[src/include/mpis_consts.svh]
// offsets, field positions, reset values and timing counts of the init sequencer
`ifndef MPIS_CONSTS_SVH
`define MPIS_CONSTS_SVH

`define MPIS_CLK_HZ 10000000
`define MPIS_SETTLE_NS 5000
`define MPIS_SETTLE_CYC ((`MPIS_SETTLE_NS * (`MPIS_CLK_HZ / 1000000) + 999) / 1000)
`define MPIS_PTP_TIMEOUT_US 10000
`define MPIS_PTP_TIMEOUT_CYC (`MPIS_PTP_TIMEOUT_US * (`MPIS_CLK_HZ / 1000000))
`define MPIS_PTP_EXPECTED 32'h0000_0002

`define MPIS_REG_FLOW_CFG 32'h0000_040C
`define MPIS_REG_SPEED 32'h0000_0410
`define MPIS_REG_MDIO_SETUP 32'h0000_0500
`define MPIS_REG_MDIO_CTRL 32'h0000_0504
`define MPIS_REG_MDIO_WDATA 32'h0000_0508
`define MPIS_REG_MDIO_RDATA 32'h0000_050C
`define MPIS_REG_UNI_LO 32'h0000_0700
`define MPIS_REG_UNI_HI 32'h0000_0704
`define MPIS_REG_FILT_MODE 32'h0000_0708
`define MPIS_REG_FILT_VALUE 32'h0000_0710
`define MPIS_REG_FILT_MASK 32'h0000_0750
`define MPIS_REG_RTC_CTRL 32'h0000_1000
`define MPIS_REG_PTP_TX_REQ 32'h0000_1004
`define MPIS_REG_PTP_RX_COUNT 32'h0000_1008

`define MPIS_MDIO_SETUP_VAL 32'h0000_0053
`define MPIS_MDIO_READY_POS 7
`define MPIS_MDIO_INIT_POS 11
`define MPIS_MDIO_OP_POS 14
`define MPIS_MDIO_REG_POS 16
`define MPIS_MDIO_PHY_POS 24
`define MPIS_MDIO_OP_WRITE 2'b01
`define MPIS_MDIO_OP_READ 2'b10
`define MPIS_PHY_BUS_ADDRESS 5'd7

`define MPIS_PHY_CTRL_REG 5'd0
`define MPIS_PHY_STATUS_REG 5'd1
`define MPIS_PHY_PROBE_REG 5'd2
`define MPIS_PHY_ADV_REG 5'd4
`define MPIS_PHY_GIG_REG 5'd9
`define MPIS_PHY_MODE_REG 5'd20
`define MPIS_PHY_RGMII_POS 3
`define MPIS_PHY_AN_DONE_POS 5
`define MPIS_PHY_ABSENT 16'hFFFF
`define MPIS_PHY_RESET_AN 16'h9200
`define MPIS_ADV_10 16'h0061
`define MPIS_ADV_100 16'h0181
`define MPIS_ADV_NONE 16'h0001
`define MPIS_ADV_GIG 16'h0200

`define MPIS_SPEED_10 2'b00
`define MPIS_SPEED_100 2'b01
`define MPIS_SPEED_1000 2'b10
`define MPIS_SPEED_POS 30
`define MPIS_FLOW_OFF 32'h0000_0000
`define MPIS_FILT_PROMISC 32'h8000_0000
`define MPIS_FILT_STRICT 32'h0000_0000
`define MPIS_FILT_VALUE_BYTES 96'h0605_0403_025A_0605_0403_02DA
`define MPIS_FILT_MASK_BYTES 96'hFFFF_FFFF_FFFF_FFFF_FFFF_FFFF
`define MPIS_FILT_LAST_WORD 3'd5
`define MPIS_UNI_LO_VAL 32'h0403_02DA
`define MPIS_UNI_HI_VAL 32'h0000_0605
`define MPIS_RTC_START 32'h0000_0001
`define MPIS_PTP_TX_GO 32'h0000_0001
`define MPIS_AXI_OKAY 2'b00

`define MPIS_SER_CMD_BITS 49
`define MPIS_SER_RSP_BITS 34

`endif

[src/include/mpis_pkg.sv]
// types of the init sequencer
package mpis_pkg;

	typedef enum logic [4:0] {
		ST_SETTLE, ST_MDIO_CFG, ST_PROBE, ST_PROBE_CHK, ST_ADV, ST_ADV_GIG,
		ST_RGMII_RD, ST_RGMII_WR, ST_PHY_RST, ST_AN_POLL, ST_AN_CHK,
		ST_MAC_SPEED, ST_FLOW, ST_FILT_LOAD, ST_FILT_MODE, ST_UNI_LO, ST_UNI_HI,
		ST_UNI_PROM, ST_RTC, ST_PTP_REQ, ST_PTP_WAIT, ST_IDLE, ST_SERIAL,
		ST_M_POLL, ST_M_WDATA, ST_M_CTRL, ST_M_WAIT, ST_M_RDATA
	} mpis_step_t;

	typedef struct packed {
		mpis_step_t step;
		mpis_step_t ret;
		logic awvalid;
		logic wvalid;
		logic bready;
		logic arvalid;
		logic rready;
		logic [3:0] wstrb;
		logic launched;
		logic [31:0] addr;
		logic [31:0] wdata;
		logic [31:0] rdata;
		logic resp_ok;
		logic m_wr;
		logic [4:0] m_reg;
		logic [15:0] m_data;
		logic [15:0] m_rdata;
		logic [19:0] cnt;
		logic [2:0] idx;
		logic [1:0] speed;
		logic upd_q;
		logic ptp_sent;
		logic phy_present;
		logic config_done;
		logic ptp_pass;
		logic ptp_fail;
		logic cmd_take;
		logic cmd_wr;
		logic rsp_load;
	} mpis_seq_t;

	typedef struct packed {
		logic rx_busy;
		logic [5:0] rx_cnt;
		logic [48:0] rx_sh;
		logic cmd_valid;
		logic tx_busy;
		logic [5:0] tx_cnt;
		logic [33:0] tx_sh;
		logic tx_out;
	} mpis_ser_t;

endpackage

[src/rtl/mpis_sync.sv]
// two-flop synchroniser for pin inputs
`timescale 1ns/100ps
`default_nettype none
module mpis_sync #(
	parameter int WIDTH = 1
) (
	input wire logic aclk,
	input wire logic aresetn,
	input wire logic [WIDTH-1:0] din,
	output logic [WIDTH-1:0] dout
);
	typedef struct packed {
		logic [WIDTH-1:0] meta;
		logic [WIDTH-1:0] stable;
	} mpis_sync_t;

	mpis_sync_t s_q, s_d;

	always_comb begin
		s_d.meta = din;
		s_d.stable = s_q.meta;
	end

	always_ff @(posedge aclk) begin
		if (!aresetn) begin
			s_q <= '0;
		end else begin
			s_q <= s_d;
		end
	end

	assign dout = s_q.stable;
endmodule
`default_nettype wire

[src/rtl/mpis_serial.sv]
// serial request receiver and reply transmitter
`timescale 1ns/100ps
`default_nettype none
`include "mpis_consts.svh"
module mpis_serial (
	input wire logic aclk,
	input wire logic aresetn,
	input wire logic ser_in,
	input wire logic cmd_take,
	input wire logic rsp_load,
	input wire logic rsp_ok,
	input wire logic [31:0] rsp_data,
	output logic cmd_valid,
	output logic cmd_write,
	output logic [15:0] cmd_addr,
	output logic [31:0] cmd_data,
	output logic rsp_busy,
	output logic ser_out
);
	mpis_pkg::mpis_ser_t s_q, s_d;

	always_comb begin
		s_d = s_q;
		if (cmd_take) begin
			s_d.cmd_valid = 1'b0;
		end
		// a start bit is only heard once the previous request was taken
		if (s_q.rx_busy) begin
			s_d.rx_sh = {s_q.rx_sh[47:0], ser_in};
			s_d.rx_cnt = s_q.rx_cnt - 6'd1;
			if (s_q.rx_cnt == 6'd1) begin
				s_d.rx_busy = 1'b0;
				s_d.cmd_valid = 1'b1;
			end
		end else if (ser_in && !s_q.cmd_valid) begin
			s_d.rx_busy = 1'b1;
			s_d.rx_cnt = 6'(`MPIS_SER_CMD_BITS);
		end
		if (s_q.tx_busy) begin
			s_d.tx_out = s_q.tx_sh[33];
			s_d.tx_sh = {s_q.tx_sh[32:0], 1'b0};
			s_d.tx_cnt = s_q.tx_cnt - 6'd1;
			if (s_q.tx_cnt == 6'd1) begin
				s_d.tx_busy = 1'b0;
			end
		end else begin
			s_d.tx_out = 1'b0;
			if (rsp_load) begin
				s_d.tx_busy = 1'b1;
				s_d.tx_sh = {1'b1, rsp_ok, rsp_data};
				s_d.tx_cnt = 6'(`MPIS_SER_RSP_BITS);
			end
		end
	end

	always_ff @(posedge aclk) begin
		if (!aresetn) begin
			s_q <= '0;
		end else begin
			s_q <= s_d;
		end
	end

	assign cmd_valid = s_q.cmd_valid;
	assign cmd_write = s_q.rx_sh[48];
	assign cmd_addr = s_q.rx_sh[47:32];
	assign cmd_data = s_q.rx_sh[31:0];
	assign rsp_busy = s_q.tx_busy;
	assign ser_out = s_q.tx_out;
endmodule
`default_nettype wire

[src/rtl/mpis_init_sequencer.sv]
// AXI4-Lite master that brings up the MAC and PHY after reset
// Functional notes
// - after settling, write MAC to enable MDIO and set divider for 100 MHz
// - then one MDIO read at PHY bus address 7 probes for a PHY
// - probe reading all ones means no PHY; skip all further MDIO
// - with a PHY, MDIO writes set speed advertisement from speed inputs
// - RGMII selected and PHY not RGMII-only: read-modify-write PHY mode register
// - last PHY write: reset PHY and restart auto-negotiation
// - after auto-negotiation completes, write MAC speed from speed inputs
// - after speed update, write MAC configuration disabling flow control
// - with frame filter, load value and mask bytes 0 up to 11
// - filter promiscuous if PHY found or 2.5 Gb/s, else non-promiscuous
// - without frame filter, program unicast address and set promiscuous mode
// - with bridging logic, start real-time clock and exchange PTP frames
// - request exactly two PTP frames and check both come back
// - then idle; speed change request recaptures speed and reruns PHY probe
// - serial requests read or write any 16-bit address; result returns serially
//
// Local design decisions: the register addresses and the AXI4-Lite interface to the registers.
`timescale 1ns/100ps
`default_nettype none
`include "mpis_consts.svh"
module mpis_init_sequencer #(
	parameter int unsigned PTP_TIMEOUT_CYC = `MPIS_PTP_TIMEOUT_CYC
) (
	input wire logic aclk,
	input wire logic aresetn,
	output logic [31:0] m_axi_awaddr,
	output logic m_axi_awvalid,
	input wire logic m_axi_awready,
	output logic [31:0] m_axi_wdata,
	output logic [3:0] m_axi_wstrb,
	output logic m_axi_wvalid,
	input wire logic m_axi_wready,
	input wire logic [1:0] m_axi_bresp,
	input wire logic m_axi_bvalid,
	output logic m_axi_bready,
	output logic [31:0] m_axi_araddr,
	output logic m_axi_arvalid,
	input wire logic m_axi_arready,
	input wire logic [31:0] m_axi_rdata,
	input wire logic [1:0] m_axi_rresp,
	input wire logic m_axi_rvalid,
	output logic m_axi_rready,
	input wire logic [1:0] mac_speed,
	input wire logic update_speed,
	input wire logic rate_2g5,
	input wire logic rgmii_sel,
	input wire logic phy_rgmii_only,
	input wire logic filter_present,
	input wire logic avb_present,
	input wire logic serial_command,
	output logic serial_response,
	output logic config_done,
	output logic phy_present,
	output logic ptp_pass,
	output logic ptp_fail
);
	mpis_pkg::mpis_seq_t s_q, s_d;
	logic [8:0] pins;
	logic [1:0] speed_in;
	logic upd_in;
	logic r2g5_in;
	logic rgmii_in;
	logic rgonly_in;
	logic filt_in;
	logic avb_in;
	logic ser_in;
	logic acc_done;
	logic cmd_valid;
	logic cmd_write;
	logic [15:0] cmd_addr;
	logic [31:0] cmd_data;
	logic rsp_busy;

	mpis_sync #(
		.WIDTH(9)
	) u_sync (
		.aclk(aclk),
		.aresetn(aresetn),
		.din({serial_command, avb_present, filter_present, phy_rgmii_only, rgmii_sel, rate_2g5, update_speed,
			mac_speed}),
		.dout(pins)
	);

	assign {ser_in, avb_in, filt_in, rgonly_in, rgmii_in, r2g5_in, upd_in, speed_in} = pins;

	mpis_serial u_serial (
		.aclk(aclk),
		.aresetn(aresetn),
		.ser_in(ser_in),
		.cmd_take(s_q.cmd_take),
		.rsp_load(s_q.rsp_load),
		.rsp_ok(s_q.resp_ok),
		.rsp_data(s_q.cmd_wr ? 32'h0000_0000 : s_q.rdata),
		.cmd_valid(cmd_valid),
		.cmd_write(cmd_write),
		.cmd_addr(cmd_addr),
		.cmd_data(cmd_data),
		.rsp_busy(rsp_busy),
		.ser_out(serial_response)
	);

	// response of the single transfer in flight
	assign acc_done = (s_q.bready && m_axi_bvalid) || (s_q.rready && m_axi_rvalid);

	function automatic mpis_pkg::mpis_seq_t axi_wr(mpis_pkg::mpis_seq_t s, logic [31:0] a, logic [31:0] d);
		mpis_pkg::mpis_seq_t r;
		r = s;
		r.awvalid = 1'b1;
		r.wvalid = 1'b1;
		r.bready = 1'b1;
		r.wstrb = 4'hF;
		r.addr = a;
		r.wdata = d;
		r.launched = 1'b1;
		return r;
	endfunction

	function automatic mpis_pkg::mpis_seq_t axi_rd(mpis_pkg::mpis_seq_t s, logic [31:0] a);
		mpis_pkg::mpis_seq_t r;
		r = s;
		r.arvalid = 1'b1;
		r.rready = 1'b1;
		r.addr = a;
		r.launched = 1'b1;
		return r;
	endfunction

	function automatic mpis_pkg::mpis_seq_t mdio(mpis_pkg::mpis_seq_t s, logic wr, logic [4:0] rg, logic [15:0] d,
		mpis_pkg::mpis_step_t ret);
		mpis_pkg::mpis_seq_t r;
		r = s;
		r.m_wr = wr;
		r.m_reg = rg;
		r.m_data = d;
		r.ret = ret;
		r.step = mpis_pkg::ST_M_POLL;
		return r;
	endfunction

	function automatic logic [15:0] adv_word(logic [1:0] sp);
		logic [15:0] w;
		case (sp)
			`MPIS_SPEED_10: w = `MPIS_ADV_10;
			`MPIS_SPEED_100: w = `MPIS_ADV_100;
			default: w = `MPIS_ADV_NONE;
		endcase
		return w;
	endfunction

	always_comb begin
		logic [31:0] ctrl;
		logic [95:0] fbytes;
		ctrl = (32'(`MPIS_PHY_BUS_ADDRESS) << `MPIS_MDIO_PHY_POS) | (32'(s_q.m_reg) << `MPIS_MDIO_REG_POS)
			| (32'(s_q.m_wr ? `MPIS_MDIO_OP_WRITE : `MPIS_MDIO_OP_READ) << `MPIS_MDIO_OP_POS)
			| (32'h0000_0001 << `MPIS_MDIO_INIT_POS);
		fbytes = (s_q.idx < 3'd3) ? `MPIS_FILT_VALUE_BYTES : `MPIS_FILT_MASK_BYTES;
		s_d = s_q;
		s_d.cmd_take = 1'b0;
		s_d.rsp_load = 1'b0;
		s_d.upd_q = upd_in;
		// each valid drops on its own handshake; write address and data in either order
		if (s_q.awvalid && m_axi_awready) begin
			s_d.awvalid = 1'b0;
		end
		if (s_q.wvalid && m_axi_wready) begin
			s_d.wvalid = 1'b0;
		end
		if (s_q.arvalid && m_axi_arready) begin
			s_d.arvalid = 1'b0;
		end
		if (acc_done) begin
			s_d.launched = 1'b0;
			s_d.bready = 1'b0;
			s_d.rready = 1'b0;
			if (s_q.rready) begin
				s_d.rdata = m_axi_rdata;
				s_d.resp_ok = (m_axi_rresp == `MPIS_AXI_OKAY);
			end else begin
				s_d.resp_ok = (m_axi_bresp == `MPIS_AXI_OKAY);
			end
		end
		case (s_q.step)
			mpis_pkg::ST_SETTLE: begin
				s_d.cnt = s_q.cnt + 20'd1;
				if (s_q.cnt == 20'(`MPIS_SETTLE_CYC - 1)) begin
					s_d.cnt = 20'd0;
					s_d.speed = speed_in;
					s_d.step = mpis_pkg::ST_MDIO_CFG;
				end
			end
			mpis_pkg::ST_MDIO_CFG: begin
				if (!s_q.launched) begin
					s_d = axi_wr(s_d, `MPIS_REG_MDIO_SETUP, `MPIS_MDIO_SETUP_VAL);
				end else if (acc_done) begin
					s_d.step = mpis_pkg::ST_PROBE;
				end
			end
			mpis_pkg::ST_PROBE: begin
				s_d = mdio(s_d, 1'b0, `MPIS_PHY_PROBE_REG, 16'h0000, mpis_pkg::ST_PROBE_CHK);
			end
			mpis_pkg::ST_PROBE_CHK: begin
				s_d.phy_present = (s_q.m_rdata != `MPIS_PHY_ABSENT);
				s_d.step = s_d.phy_present ? mpis_pkg::ST_ADV : mpis_pkg::ST_MAC_SPEED;
			end
			mpis_pkg::ST_ADV: begin
				s_d = mdio(s_d, 1'b1, `MPIS_PHY_ADV_REG, adv_word(s_q.speed), mpis_pkg::ST_ADV_GIG);
			end
			mpis_pkg::ST_ADV_GIG: begin
				s_d = mdio(s_d, 1'b1, `MPIS_PHY_GIG_REG,
					(s_q.speed == `MPIS_SPEED_1000) ? `MPIS_ADV_GIG : 16'h0000, mpis_pkg::ST_RGMII_RD);
			end
			mpis_pkg::ST_RGMII_RD: begin
				if (rgmii_in && !rgonly_in) begin
					s_d = mdio(s_d, 1'b0, `MPIS_PHY_MODE_REG, 16'h0000, mpis_pkg::ST_RGMII_WR);
				end else begin
					s_d.step = mpis_pkg::ST_PHY_RST;
				end
			end
			mpis_pkg::ST_RGMII_WR: begin
				s_d = mdio(s_d, 1'b1, `MPIS_PHY_MODE_REG,
					s_q.m_rdata | (16'h0001 << `MPIS_PHY_RGMII_POS), mpis_pkg::ST_PHY_RST);
			end
			mpis_pkg::ST_PHY_RST: begin
				s_d = mdio(s_d, 1'b1, `MPIS_PHY_CTRL_REG, `MPIS_PHY_RESET_AN, mpis_pkg::ST_AN_POLL);
			end
			mpis_pkg::ST_AN_POLL: begin
				s_d = mdio(s_d, 1'b0, `MPIS_PHY_STATUS_REG, 16'h0000, mpis_pkg::ST_AN_CHK);
			end
			mpis_pkg::ST_AN_CHK: begin
				s_d.step = s_q.m_rdata[`MPIS_PHY_AN_DONE_POS] ? mpis_pkg::ST_MAC_SPEED : mpis_pkg::ST_AN_POLL;
			end
			mpis_pkg::ST_MAC_SPEED: begin
				if (!s_q.launched) begin
					s_d = axi_wr(s_d, `MPIS_REG_SPEED, 32'(s_q.speed) << `MPIS_SPEED_POS);
				end else if (acc_done) begin
					s_d.step = mpis_pkg::ST_FLOW;
				end
			end
			mpis_pkg::ST_FLOW: begin
				if (!s_q.launched) begin
					s_d = axi_wr(s_d, `MPIS_REG_FLOW_CFG, `MPIS_FLOW_OFF);
				end else if (acc_done) begin
					s_d.idx = 3'd0;
					s_d.step = filt_in ? mpis_pkg::ST_FILT_LOAD : mpis_pkg::ST_UNI_LO;
				end
			end
			mpis_pkg::ST_FILT_LOAD: begin
				// words 0..2 carry value bytes, 3..5 mask bytes, low bytes first
				if (!s_q.launched) begin
					s_d = axi_wr(s_d, ((s_q.idx < 3'd3) ? `MPIS_REG_FILT_VALUE : `MPIS_REG_FILT_MASK)
						+ 32'((s_q.idx < 3'd3 ? s_q.idx : s_q.idx - 3'd3) * 4),
						fbytes[(s_q.idx < 3'd3 ? s_q.idx : s_q.idx - 3'd3) * 32 +: 32]);
				end else if (acc_done) begin
					s_d.idx = s_q.idx + 3'd1;
					if (s_q.idx == `MPIS_FILT_LAST_WORD) begin
						s_d.step = mpis_pkg::ST_FILT_MODE;
					end
				end
			end
			mpis_pkg::ST_FILT_MODE: begin
				if (!s_q.launched) begin
					s_d = axi_wr(s_d, `MPIS_REG_FILT_MODE,
						(s_q.phy_present || r2g5_in) ? `MPIS_FILT_PROMISC : `MPIS_FILT_STRICT);
				end else if (acc_done) begin
					s_d.step = mpis_pkg::ST_RTC;
				end
			end
			mpis_pkg::ST_UNI_LO: begin
				if (!s_q.launched) begin
					s_d = axi_wr(s_d, `MPIS_REG_UNI_LO, `MPIS_UNI_LO_VAL);
				end else if (acc_done) begin
					s_d.step = mpis_pkg::ST_UNI_HI;
				end
			end
			mpis_pkg::ST_UNI_HI: begin
				if (!s_q.launched) begin
					s_d = axi_wr(s_d, `MPIS_REG_UNI_HI, `MPIS_UNI_HI_VAL);
				end else if (acc_done) begin
					s_d.step = mpis_pkg::ST_UNI_PROM;
				end
			end
			mpis_pkg::ST_UNI_PROM: begin
				if (!s_q.launched) begin
					s_d = axi_wr(s_d, `MPIS_REG_FILT_MODE, `MPIS_FILT_PROMISC);
				end else if (acc_done) begin
					s_d.step = mpis_pkg::ST_RTC;
				end
			end
			mpis_pkg::ST_RTC: begin
				if (!avb_in) begin
					s_d.step = mpis_pkg::ST_IDLE;
				end else if (!s_q.launched) begin
					s_d = axi_wr(s_d, `MPIS_REG_RTC_CTRL, `MPIS_RTC_START);
				end else if (acc_done) begin
					s_d.ptp_sent = 1'b0;
					s_d.ptp_pass = 1'b0;
					s_d.ptp_fail = 1'b0;
					s_d.step = mpis_pkg::ST_PTP_REQ;
				end
			end
			mpis_pkg::ST_PTP_REQ: begin
				if (!s_q.launched) begin
					s_d = axi_wr(s_d, `MPIS_REG_PTP_TX_REQ, `MPIS_PTP_TX_GO);
				end else if (acc_done) begin
					s_d.ptp_sent = 1'b1;
					if (s_q.ptp_sent) begin
						s_d.cnt = 20'd0;
						s_d.step = mpis_pkg::ST_PTP_WAIT;
					end
				end
			end
			mpis_pkg::ST_PTP_WAIT: begin
				s_d.cnt = s_q.cnt + 20'd1;
				if (!s_q.launched) begin
					s_d = axi_rd(s_d, `MPIS_REG_PTP_RX_COUNT);
				end else if (acc_done) begin
					if (m_axi_rdata >= `MPIS_PTP_EXPECTED) begin
						s_d.ptp_pass = 1'b1;
						s_d.step = mpis_pkg::ST_IDLE;
					end else if (s_q.cnt >= 20'(PTP_TIMEOUT_CYC)) begin
						s_d.ptp_fail = 1'b1;
						s_d.step = mpis_pkg::ST_IDLE;
					end
				end
			end
			mpis_pkg::ST_IDLE: begin
				s_d.config_done = 1'b1;
				if (upd_in && !s_q.upd_q) begin
					s_d.config_done = 1'b0;
					s_d.speed = speed_in;
					s_d.step = mpis_pkg::ST_PROBE;
				end else if (cmd_valid && !rsp_busy) begin
					s_d.cmd_take = 1'b1;
					s_d.cmd_wr = cmd_write;
					s_d.step = mpis_pkg::ST_SERIAL;
					if (cmd_write) begin
						s_d = axi_wr(s_d, 32'(cmd_addr), cmd_data);
					end else begin
						s_d = axi_rd(s_d, 32'(cmd_addr));
					end
				end
			end
			mpis_pkg::ST_SERIAL: begin
				if (acc_done) begin
					s_d.rsp_load = 1'b1;
					s_d.step = mpis_pkg::ST_IDLE;
				end
			end
			mpis_pkg::ST_M_POLL: begin
				if (!s_q.launched) begin
					s_d = axi_rd(s_d, `MPIS_REG_MDIO_CTRL);
				end else if (acc_done && m_axi_rdata[`MPIS_MDIO_READY_POS]) begin
					s_d.step = s_q.m_wr ? mpis_pkg::ST_M_WDATA : mpis_pkg::ST_M_CTRL;
				end
			end
			mpis_pkg::ST_M_WDATA: begin
				if (!s_q.launched) begin
					s_d = axi_wr(s_d, `MPIS_REG_MDIO_WDATA, 32'(s_q.m_data));
				end else if (acc_done) begin
					s_d.step = mpis_pkg::ST_M_CTRL;
				end
			end
			mpis_pkg::ST_M_CTRL: begin
				if (!s_q.launched) begin
					s_d = axi_wr(s_d, `MPIS_REG_MDIO_CTRL, ctrl);
				end else if (acc_done) begin
					s_d.step = s_q.m_wr ? s_q.ret : mpis_pkg::ST_M_WAIT;
				end
			end
			mpis_pkg::ST_M_WAIT: begin
				if (!s_q.launched) begin
					s_d = axi_rd(s_d, `MPIS_REG_MDIO_CTRL);
				end else if (acc_done && m_axi_rdata[`MPIS_MDIO_READY_POS]) begin
					s_d.step = mpis_pkg::ST_M_RDATA;
				end
			end
			mpis_pkg::ST_M_RDATA: begin
				if (!s_q.launched) begin
					s_d = axi_rd(s_d, `MPIS_REG_MDIO_RDATA);
				end else if (acc_done) begin
					s_d.m_rdata = m_axi_rdata[15:0];
					s_d.step = s_q.ret;
				end
			end
			default: begin
				s_d.step = mpis_pkg::ST_SETTLE;
			end
		endcase
	end

	always_ff @(posedge aclk) begin
		if (!aresetn) begin
			s_q <= '0;
		end else begin
			s_q <= s_d;
		end
	end

	assign m_axi_awaddr = s_q.addr;
	assign m_axi_awvalid = s_q.awvalid;
	assign m_axi_wdata = s_q.wdata;
	assign m_axi_wstrb = s_q.wstrb;
	assign m_axi_wvalid = s_q.wvalid;
	assign m_axi_bready = s_q.bready;
	assign m_axi_araddr = s_q.addr;
	assign m_axi_arvalid = s_q.arvalid;
	assign m_axi_rready = s_q.rready;
	assign config_done = s_q.config_done;
	assign phy_present = s_q.phy_present;
	assign ptp_pass = s_q.ptp_pass;
	assign ptp_fail = s_q.ptp_fail;
endmodule
`default_nettype wire

[config.mk]
export PLATFORM = sky130hd
export DESIGN_NAME = mpis_init_sequencer
export DESIGN_NICKNAME = d
export VERILOG_FILES = /design/src/include/mpis_pkg.sv /design/src/rtl/mpis_sync.sv /design/src/rtl/mpis_serial.sv /design/src/rtl/mpis_init_sequencer.sv
export VERILOG_INCLUDE_DIRS = /design/src /design/src/include
export SDC_FILE = /design/constraint.sdc
export NUM_CORES = 1
export LEC_CHECK = 0
export ABC_AREA = 1
export ABC_CLOCK_PERIOD_IN_PS = 2500
export BUFFER_PORTS_ARGS = -buffer_cell sky130_fd_sc_hd__buf_4
export CAP_MARGIN = 20
export CORE_MARGIN = 1
export CORE_UTILIZATION = 46
export CTS_CLUSTER_SIZE = 8
export DETAILED_ROUTE_END_ITERATION = 10
export PLACE_DENSITY_LB_ADDON = 0.1
export SYNTH_ARGS = -nofsm -noshare
export SYNTH_HDL_FRONTEND = slang
export SYNTH_SLANG_ARGS = --single-unit
[constraint.sdc]
create_clock -name aclk -period 2.5 [get_ports aclk]
set_input_delay 0.5 -clock aclk [delete_from_list [all_inputs] [get_ports aclk]]
set_output_delay 0.5 -clock aclk [all_outputs]
set_load 0.02 [all_outputs]
==> impl_metrics.tcl, run 1 <==
set metrics [dict create \
    synth_edf_count 0 \
    p_sw_w 0.004680 \
    syn2layout_area_growth_pct 14.25 \
    maxSlewHeadroom_pct 32.29 \
    io_buffers 129 \
    vias_per_cell 5.266 \
    peakVddDrop_uv 412.5 \
    htreeDepth 2 \
    syn_area_mm2 0.01375 \
    status "completed" \
    start_util_pct 47.38 \
    hold_depth 3 \
    drtPass1Iterations 5 \
    multi_input_area_mm2 0.006380 \
    clockPowerShare_pct 34.7 \
    dieHeight_um 174.9 \
    grt_pass1_vias 11810 \
    whs_ps 170.4 \
    path_clk_slew_ps 50 \
    die_area_mm2 0.03058 \
    core.rowCount 62 \
    yosys_register_bits 286 \
    p_leak_nw 6.893 \
    fillers 2932 \
    cts.path.max_buffers 3 \
    p_per_area_mw_per_mm2 872.5 \
    hold_start "mac_speed[1]" \
    cts_tree "built" \
    worstSetupPathType "flop to flop" \
    seq_area_mm2 0.005725 \
    grt_setup_unrepaired "false" \
    synthCells 1945 \
    reg2reg_slack_ps 280 \
    cp.required_ps 2870 \
    die-width_um 174.9 \
    clk_latency_ps 520 \
    path_cells "nand2_1 -> nor2_1 -> nand2_1 -> nand2_2 -> nor2_1 -> nand4_1 -> nand3_2 -> nand2_1 -> a21oi_1" \
    place_hpwl_um 29720 \
    reg2reg_depth 9 \
    min_to "u_sync.s_d[1]" \
    synth.avg_cell_area_um2 7.067 \
    crit_fanout 16 \
    remaining_drc_errors 0 \
    final_util_pct 54.13 \
    finalNetCount 2082 \
    diodes 0 \
    period_share_pct 88.95 \
    clock-sinks 286 \
    cts_root_buf "clkbuf_16" \
    wl_per_cell_um 16.75 \
    end_kind "flop" \
    numCtsBuffers 41 \
    path_buf_inv 0 \
    p_seq_share_pct 37.6 \
    grt_max_degree 54 \
    start_kind "flop" \
    hold_path_class "input port to flop" \
    power.internal_w 0.009022 \
    synthArstFlopShare_pct 0 \
    routed_wirelength_um 40250 \
    grtUsageTotal_pct 26.35 \
    cp_slowest_cell "dfxtp_1" \
    place_congestion 0.9886 \
    vias 12650 \
    ys_types 47 \
    ys_seq_area_share_pct 41.65 \
    antenna_found_initial 0 \
    ioPinCount 162 \
    drtIter0Drc 952 \
    fin_skew_ps 14.83 \
    combPwrFrac_pct 27.6 \
    yosys_warnings 0 \
    tightest_slew_ps 1015 \
    cts_hold_buffers 0 \
    maxCapViolCount 0 \
    grt_pass1_wl_um 64280 \
    drive_above_1_share_pct 14.42 \
    hold_viol_final 0 \
    setup_viol_count_final 0 \
    post_cts_buffers 0 \
    antenna_left 0 \
    layout_min_cycle_time_ps 2224 \
    fin_setup_tns_ps 0 \
    worstReg2RegEnd "m_axi_araddr[1]" \
    finalPower_w 0.01370 \
    grt_overflow_total 0 \
    final_max_slew_viol_count 0 \
    rr_startpoint "s_q[185]" \
    max_stage_delay_ps 460 \
    switching_share_pct 34.15 \
    ys.flop_type "dfxtp_1" \
    cp_data_arrival_time_ps 2600 \
    crit_path_frequent_cell "nand2_1" \
    path_delay_family "simple AND/OR/NAND/NOR gates" \
    core_area_mm2 0.02901 \
    timing.fmax_mhz 449.7 \
]
## worst max-delay path by stage
stage	startpoint	endpoint	slack, ps	depth (start not counted)
after detailed placement	s_q[11]	m_axi_wdata[25]	180	9
after floorplan	s_q[11]	m_axi_wdata[25]	640	9
after CTS	s_q[11]	m_axi_wdata[25]	140	9
after global routing	s_q[11]	m_axi_wdata[10]	20	9
after global placement	s_q[11]	m_axi_wdata[25]	70	9
final	s_q[185]	m_axi_araddr[1]	280	9
## cell families (layout without fill, tap and decap cells)
family / after synthesis / in the layout / synth area share [%]
AO/OA/AOI/OAI: 377 / 377 / 14.87
adder cells (fa/ha/maj): 13 / 13 / 1.183
buffers and inverters: 339 / 381 / 12.82
AND/OR/NAND/NOR: 919 / 919 / 28.81
other: 1 / 32 / 0.02728
flip-flops: 286 / 286 / 41.65
XOR/XNOR: 10 / 10 / 0.6372
## Yosys cell counts, types with 6 or more instances
master	number	area share (%)
ha_1	13	1.2
nor2_2	7	0.32
nor2_4	8	0.66
a31oi_1	53	2.4
nand4_1	15	0.68
nor2_1	289	7.9
buf_2	10	0.36
o211ai_1	6	0.33
dfxtp_1	286	42
a21oi_1	154	5.6
nand3_1	113	4.1
a22oi_1	7	0.38
inv_1	138	3.8
o21ai_0	134	4.9
nand3_2	7	0.51
clkbuf_1	55	1.5
a211oi_1	9	0.49
buf_6	8	0.66
nand2_1	407	11
nand2_2	14	0.64
inv_2	10	0.27
xor2_1	9	0.57
buf_4	110	6.0
buf_1	6	0.16
nor3b_1	6	0.33
nor3_1	32	1.2
## through the flow
step	worst slack [ps]	instances	instance area (µm²)
after global routing	17.91	2402	15700
final	276.2	2402	15700
after CTS	137.5	2402	15700
after detailed placement	176.7	2358	14650
after floorplan	644.1	1976	13860
after global placement	70.31	2358	14650
## registers in the layout, indices dropped and copies added, names as in the netlist, 9 cells and up
| register | flops |
|---|---|
| m_axi_araddr | 16 |
| m_axi_wdata | 32 |
| s_q | 111 |
| u_serial.cmd_addr | 16 |
| u_serial.cmd_data | 32 |
| u_serial.s_q | 47 |
| u_sync.dout | 9 |
| u_sync.s_d | 9 |
## worst min-delay path: stages
cell	delay, ps
buf_4	70
nand2_1	40
inv_1	40
## area by class of cell
class | count | area share [%]
clock buffers | 42 | 6.621
clock inverters | 2 | 0.1115
inverters | 150 | 3.625
multi-input cells | 1351 | 40.63
flip-flops and latches | 286 | 36.46
well taps | 384 | 3.060
repair buffers | 187 | 9.497
## placed cells by master (no fill, tap or decap), drive strengths merged
cell type | synthesis | final
nor3 | 32 | 32
a211oi | 9 | 9
nand3 | 121 | 121
o22ai | 1 | 1
o31ai | 5 | 5
and3 | 3 | 3
nor2 | 305 | 305
xor2 | 9 | 9
nand3b | 2 | 2
clkinv | 1 | 1
dfxtp | 286 | 286
buf | 134 | 187
o311a | 1 | 1
xnor2 | 1 | 1
inv | 149 | 151
clkbuf | 55 | 42
or2 | 2 | 2
a41oi | 2 | 2
a22oi | 7 | 7
nor4 | 5 | 5
nor3b | 8 | 8
o21ai | 136 | 136
a21oi | 154 | 154
conb | 1 | 32
o2bb2ai | 1 | 1
a31oi | 53 | 53
o211ai | 6 | 6
a221oi | 1 | 1
and2 | 1 | 1
o21bai | 1 | 1
nand2 | 425 | 425
nand4 | 15 | 15
ha | 13 | 13
## repair_timing
action	CTS	global route
hold endpoints to repair	0	0
endpoints found under the setup margin	0	3
gates resized for setup	0	1
## power groups by stage
stage | clock (W) | sequential (W) | combinational [W]
6_report | 0.00476 | 0.00516 | 0.00379
4_1_cts | 0.00486 | 0.00515 | 0.00377
5_1_grt | 0.00507 | 0.00519 | 0.00415
2_1_floorplan | 0 | 0.00518 | 0.00276
3_3_place_gp | 0 | 0.00523 | 0.00378
3_5_place_dp | 0 | 0.00524 | 0.00376
## routing by layer
layer  share of wire [%]  vias up  GRT usage [%]  routed length, µm
met3                 5.9       69          3.742               2359
met5                   0        -              0                  0
met2                  45      420          42.68              18260
met1                  46     5807          36.19              18580
li1                    -     6352              -                  -
met4                 2.6        0          8.043               1051
(Power assumes the default switching activity.)
==> run 2, diff against run 1 <==
--- a/config.mk
+++ b/config.mk
@@ -14,6 +14,7 @@
 export CORE_UTILIZATION = 46
 export CTS_CLUSTER_SIZE = 8
 export DETAILED_ROUTE_END_ITERATION = 10
+export GPL_TIMING_DRIVEN = 0
 export PLACE_DENSITY_LB_ADDON = 0.1
 export SYNTH_ARGS = -nofsm -noshare
 export SYNTH_HDL_FRONTEND = slang
==> run 2 against run 1 <==
  * Sequential power is essentially flat
  * First-iteration DRC count grew 18%
  * Setup slack lost 210 ps
  * Register-to-register slack lost 210 ps
  * Core utilization grew 2.6 points
  * Fmax shrank 8.6%
  * Non-clock buffer count grew 131
  * Highest routed layer unchanged
==> impl_metrics.tcl, run 2 (same netlist as run 1, synthesis figures left out) <==
set metrics [dict create \
    fin_skew_ps 16.72 \
    crit_fanout 10 \
    grt_overflow_total 0 \
    numCtsBuffers 42 \
    peakVddDrop_uv 487.6 \
    clk_latency_ps 530 \
    end_kind "flop" \
    top_register "s_q" \
    vias 13370 \
    finalNetCount 2214 \
    status "completed" \
    grt_pass1_wl_um 70090 \
    htreeDepth 2 \
    max_stage_delay_ps 500 \
    start_kind "flop" \
    cp.required_ps 2900 \
    dr.max_layer_used "met4" \
    drive_above_1_share_pct 17.32 \
    remaining_drc_errors 0 \
    largest_registers "s_q x111, u_serial.s_q x47" \
    maxCapViolCount 0 \
    die-width_um 174.9 \
    fillers 2852 \
    drtIter0Drc 1121 \
    start_util_pct 47.38 \
    grtUsageTotal_pct 29.98 \
    fin_setup_tns_ps 0 \
    path_clk_slew_ps 50 \
    wl_met3_um 3106 \
    setup_viol_count_final 0 \
    grt_max_degree 12 \
    p_leak_nw 7.371 \
    stdcell_count 2538 \
    wl_met1_um 19980 \
    hold_viol_final 0 \
    wl_met2_um 21160 \
    cts_tree "built" \
    diodes 0 \
    final_common_cell "nand2_1" \
    die_area_mm2 0.03058 \
    cp_data_arrival_time_ps 2840 \
    tightest_slew_ps 1061 \
    placed_cells 2488 \
    path_cells "nand2_1 -> nand2_2 -> nand2_1 -> nand2_1 -> nand2_1 -> nor2_2 -> nand2_4 -> inv_2 -> nand2_2 -> nand2_2 -> buf_4 -> a211oi_1" \
    crit_path_frequent_cell "nand2_1" \
    place_hpwl_um 35710 \
    place_congestion 0.9561 \
    cts_root_buf "clkbuf_16" \
    grt_setup_unrepaired "true" \
    timing.fmax_mhz 410.8 \
    grt_pass1_vias 12360 \
    antenna_found_initial 0 \
    finalPower_w 0.01432 \
    wl_per_cell_um 18.22 \
    period_share_pct 97.37 \
    final_max_slew_viol_count 0 \
    ioPinCount 162 \
    core.rowCount 62 \
    maxSlewHeadroom_pct 29.29 \
    antenna_left 0 \
    drtPass1Iterations 7 \
    dieHeight_um 174.9 \
    core_area_mm2 0.02901 \
    hold_path_class "input port to flop" \
    mostFrequentLayoutCells "405 x nand2_1, 287 x nor2_1, 286 x dfxtp_1, 239 x buf_4, 154 x a21oi_1" \
    io_buffers 128 \
    cts_hold_buffers 0 \
    cp_slowest_cell "dfxtp_1" \
    routed_wirelength_um 46240 \
    worstSetupPathType "flop to flop" \
    clock-sinks 286 \
    cts.path.max_buffers 3 \
    syn2layout_area_growth_pct 19.78 \
    p_per_area_mw_per_mm2 869.9 \
    layout_min_cycle_time_ps 2434 \
    vias_per_cell 5.269 \
    largest_reg_flops 111 \
]
==> run 2: routing by layer <==
| metal | global-route usage [%] | vias up |
|---|---|---|
| met3 | 5.004 | 92 |
| met5 | 0 | - |
| met4 | 13.33 | 0 |
| li1 | - | 6625 |
| met2 | 49.40 | 492 |
| met1 | 38.46 | 6164 |
==> run 2: worst max-delay path: cells and delay by family (launching register included) <==
| kind | cells | cell delay [ps] |
|---|---|---|
| buffers and inverters | 2 | 320 |
| flip-flops | 1 | 500 |
| AO/OA/AOI/OAI | 1 | 70 |
| AND/OR/NAND/NOR | 9 | 1420 |
==> run 2: path summary, 6_finish.rpt <==
| kind | startpoint | to | slack, ps | cells past startpoint |
|---|---|---|---|---|
| setup / recovery | m_axi_bready | s_q[15] | 70 | 12 |
| hold / removal | mac_speed[0] | u_sync.s_d[0] | 150 | 3 |
| setup reg to reg | m_axi_bready | s_q[15] | 70 | 12 |
| hold reg to reg | u_sync.s_d[8] | u_sync.dout[8] | 410 | 2 |
==> run 2: per-stage QoR <==
step / utilization, % / cell area, µm² / setup slack [ps] / hold slack (ps)
floorplan: - / 13860 / 644.1 / 390.5
global placement: 52.75 / 15300 / -173.1 / 392.6
detailed placement: 52.75 / 15300 / -184.9 / 397.2
CTS: 56.60 / 16420 / 37.84 / 143.1
global route: 56.75 / 16460 / -4.106 / 157.0
finish: 56.75 / 16460 / 65.84 / 150.4
==> run 2: repair_timing <==
action,CTS,global route
endpoints found under the hold margin,0,0
buffers inserted,0,1
endpoints found under the setup margin,30,55
gates resized for setup,1,12
pin swaps,0,1
==> run 2: power by group <==
part | total (W) | internal [W] | switching, W
Sequential | 0.00513 | 0.00489 | 0.000238
Clock | 0.00496 | 0.00300 | 0.00196
Combinational | 0.00423 | 0.00141 | 0.00283
Total | 0.0143 | 0.00930 | 0.00502
==> run 2: layout make-up <==
class,instances,area (µm²),area share (%)
multi-input cells,1351,6411,38.94
flip-flops and latches,286,5725,34.77
plain buffers,189,1197,7.273
clock buffers,45,1072,6.513
repair buffers,129,968.4,5.882
inverters,150,566.8,3.443
well taps,384,480.5,2.918
clock inverters,4,42.54,0.2584
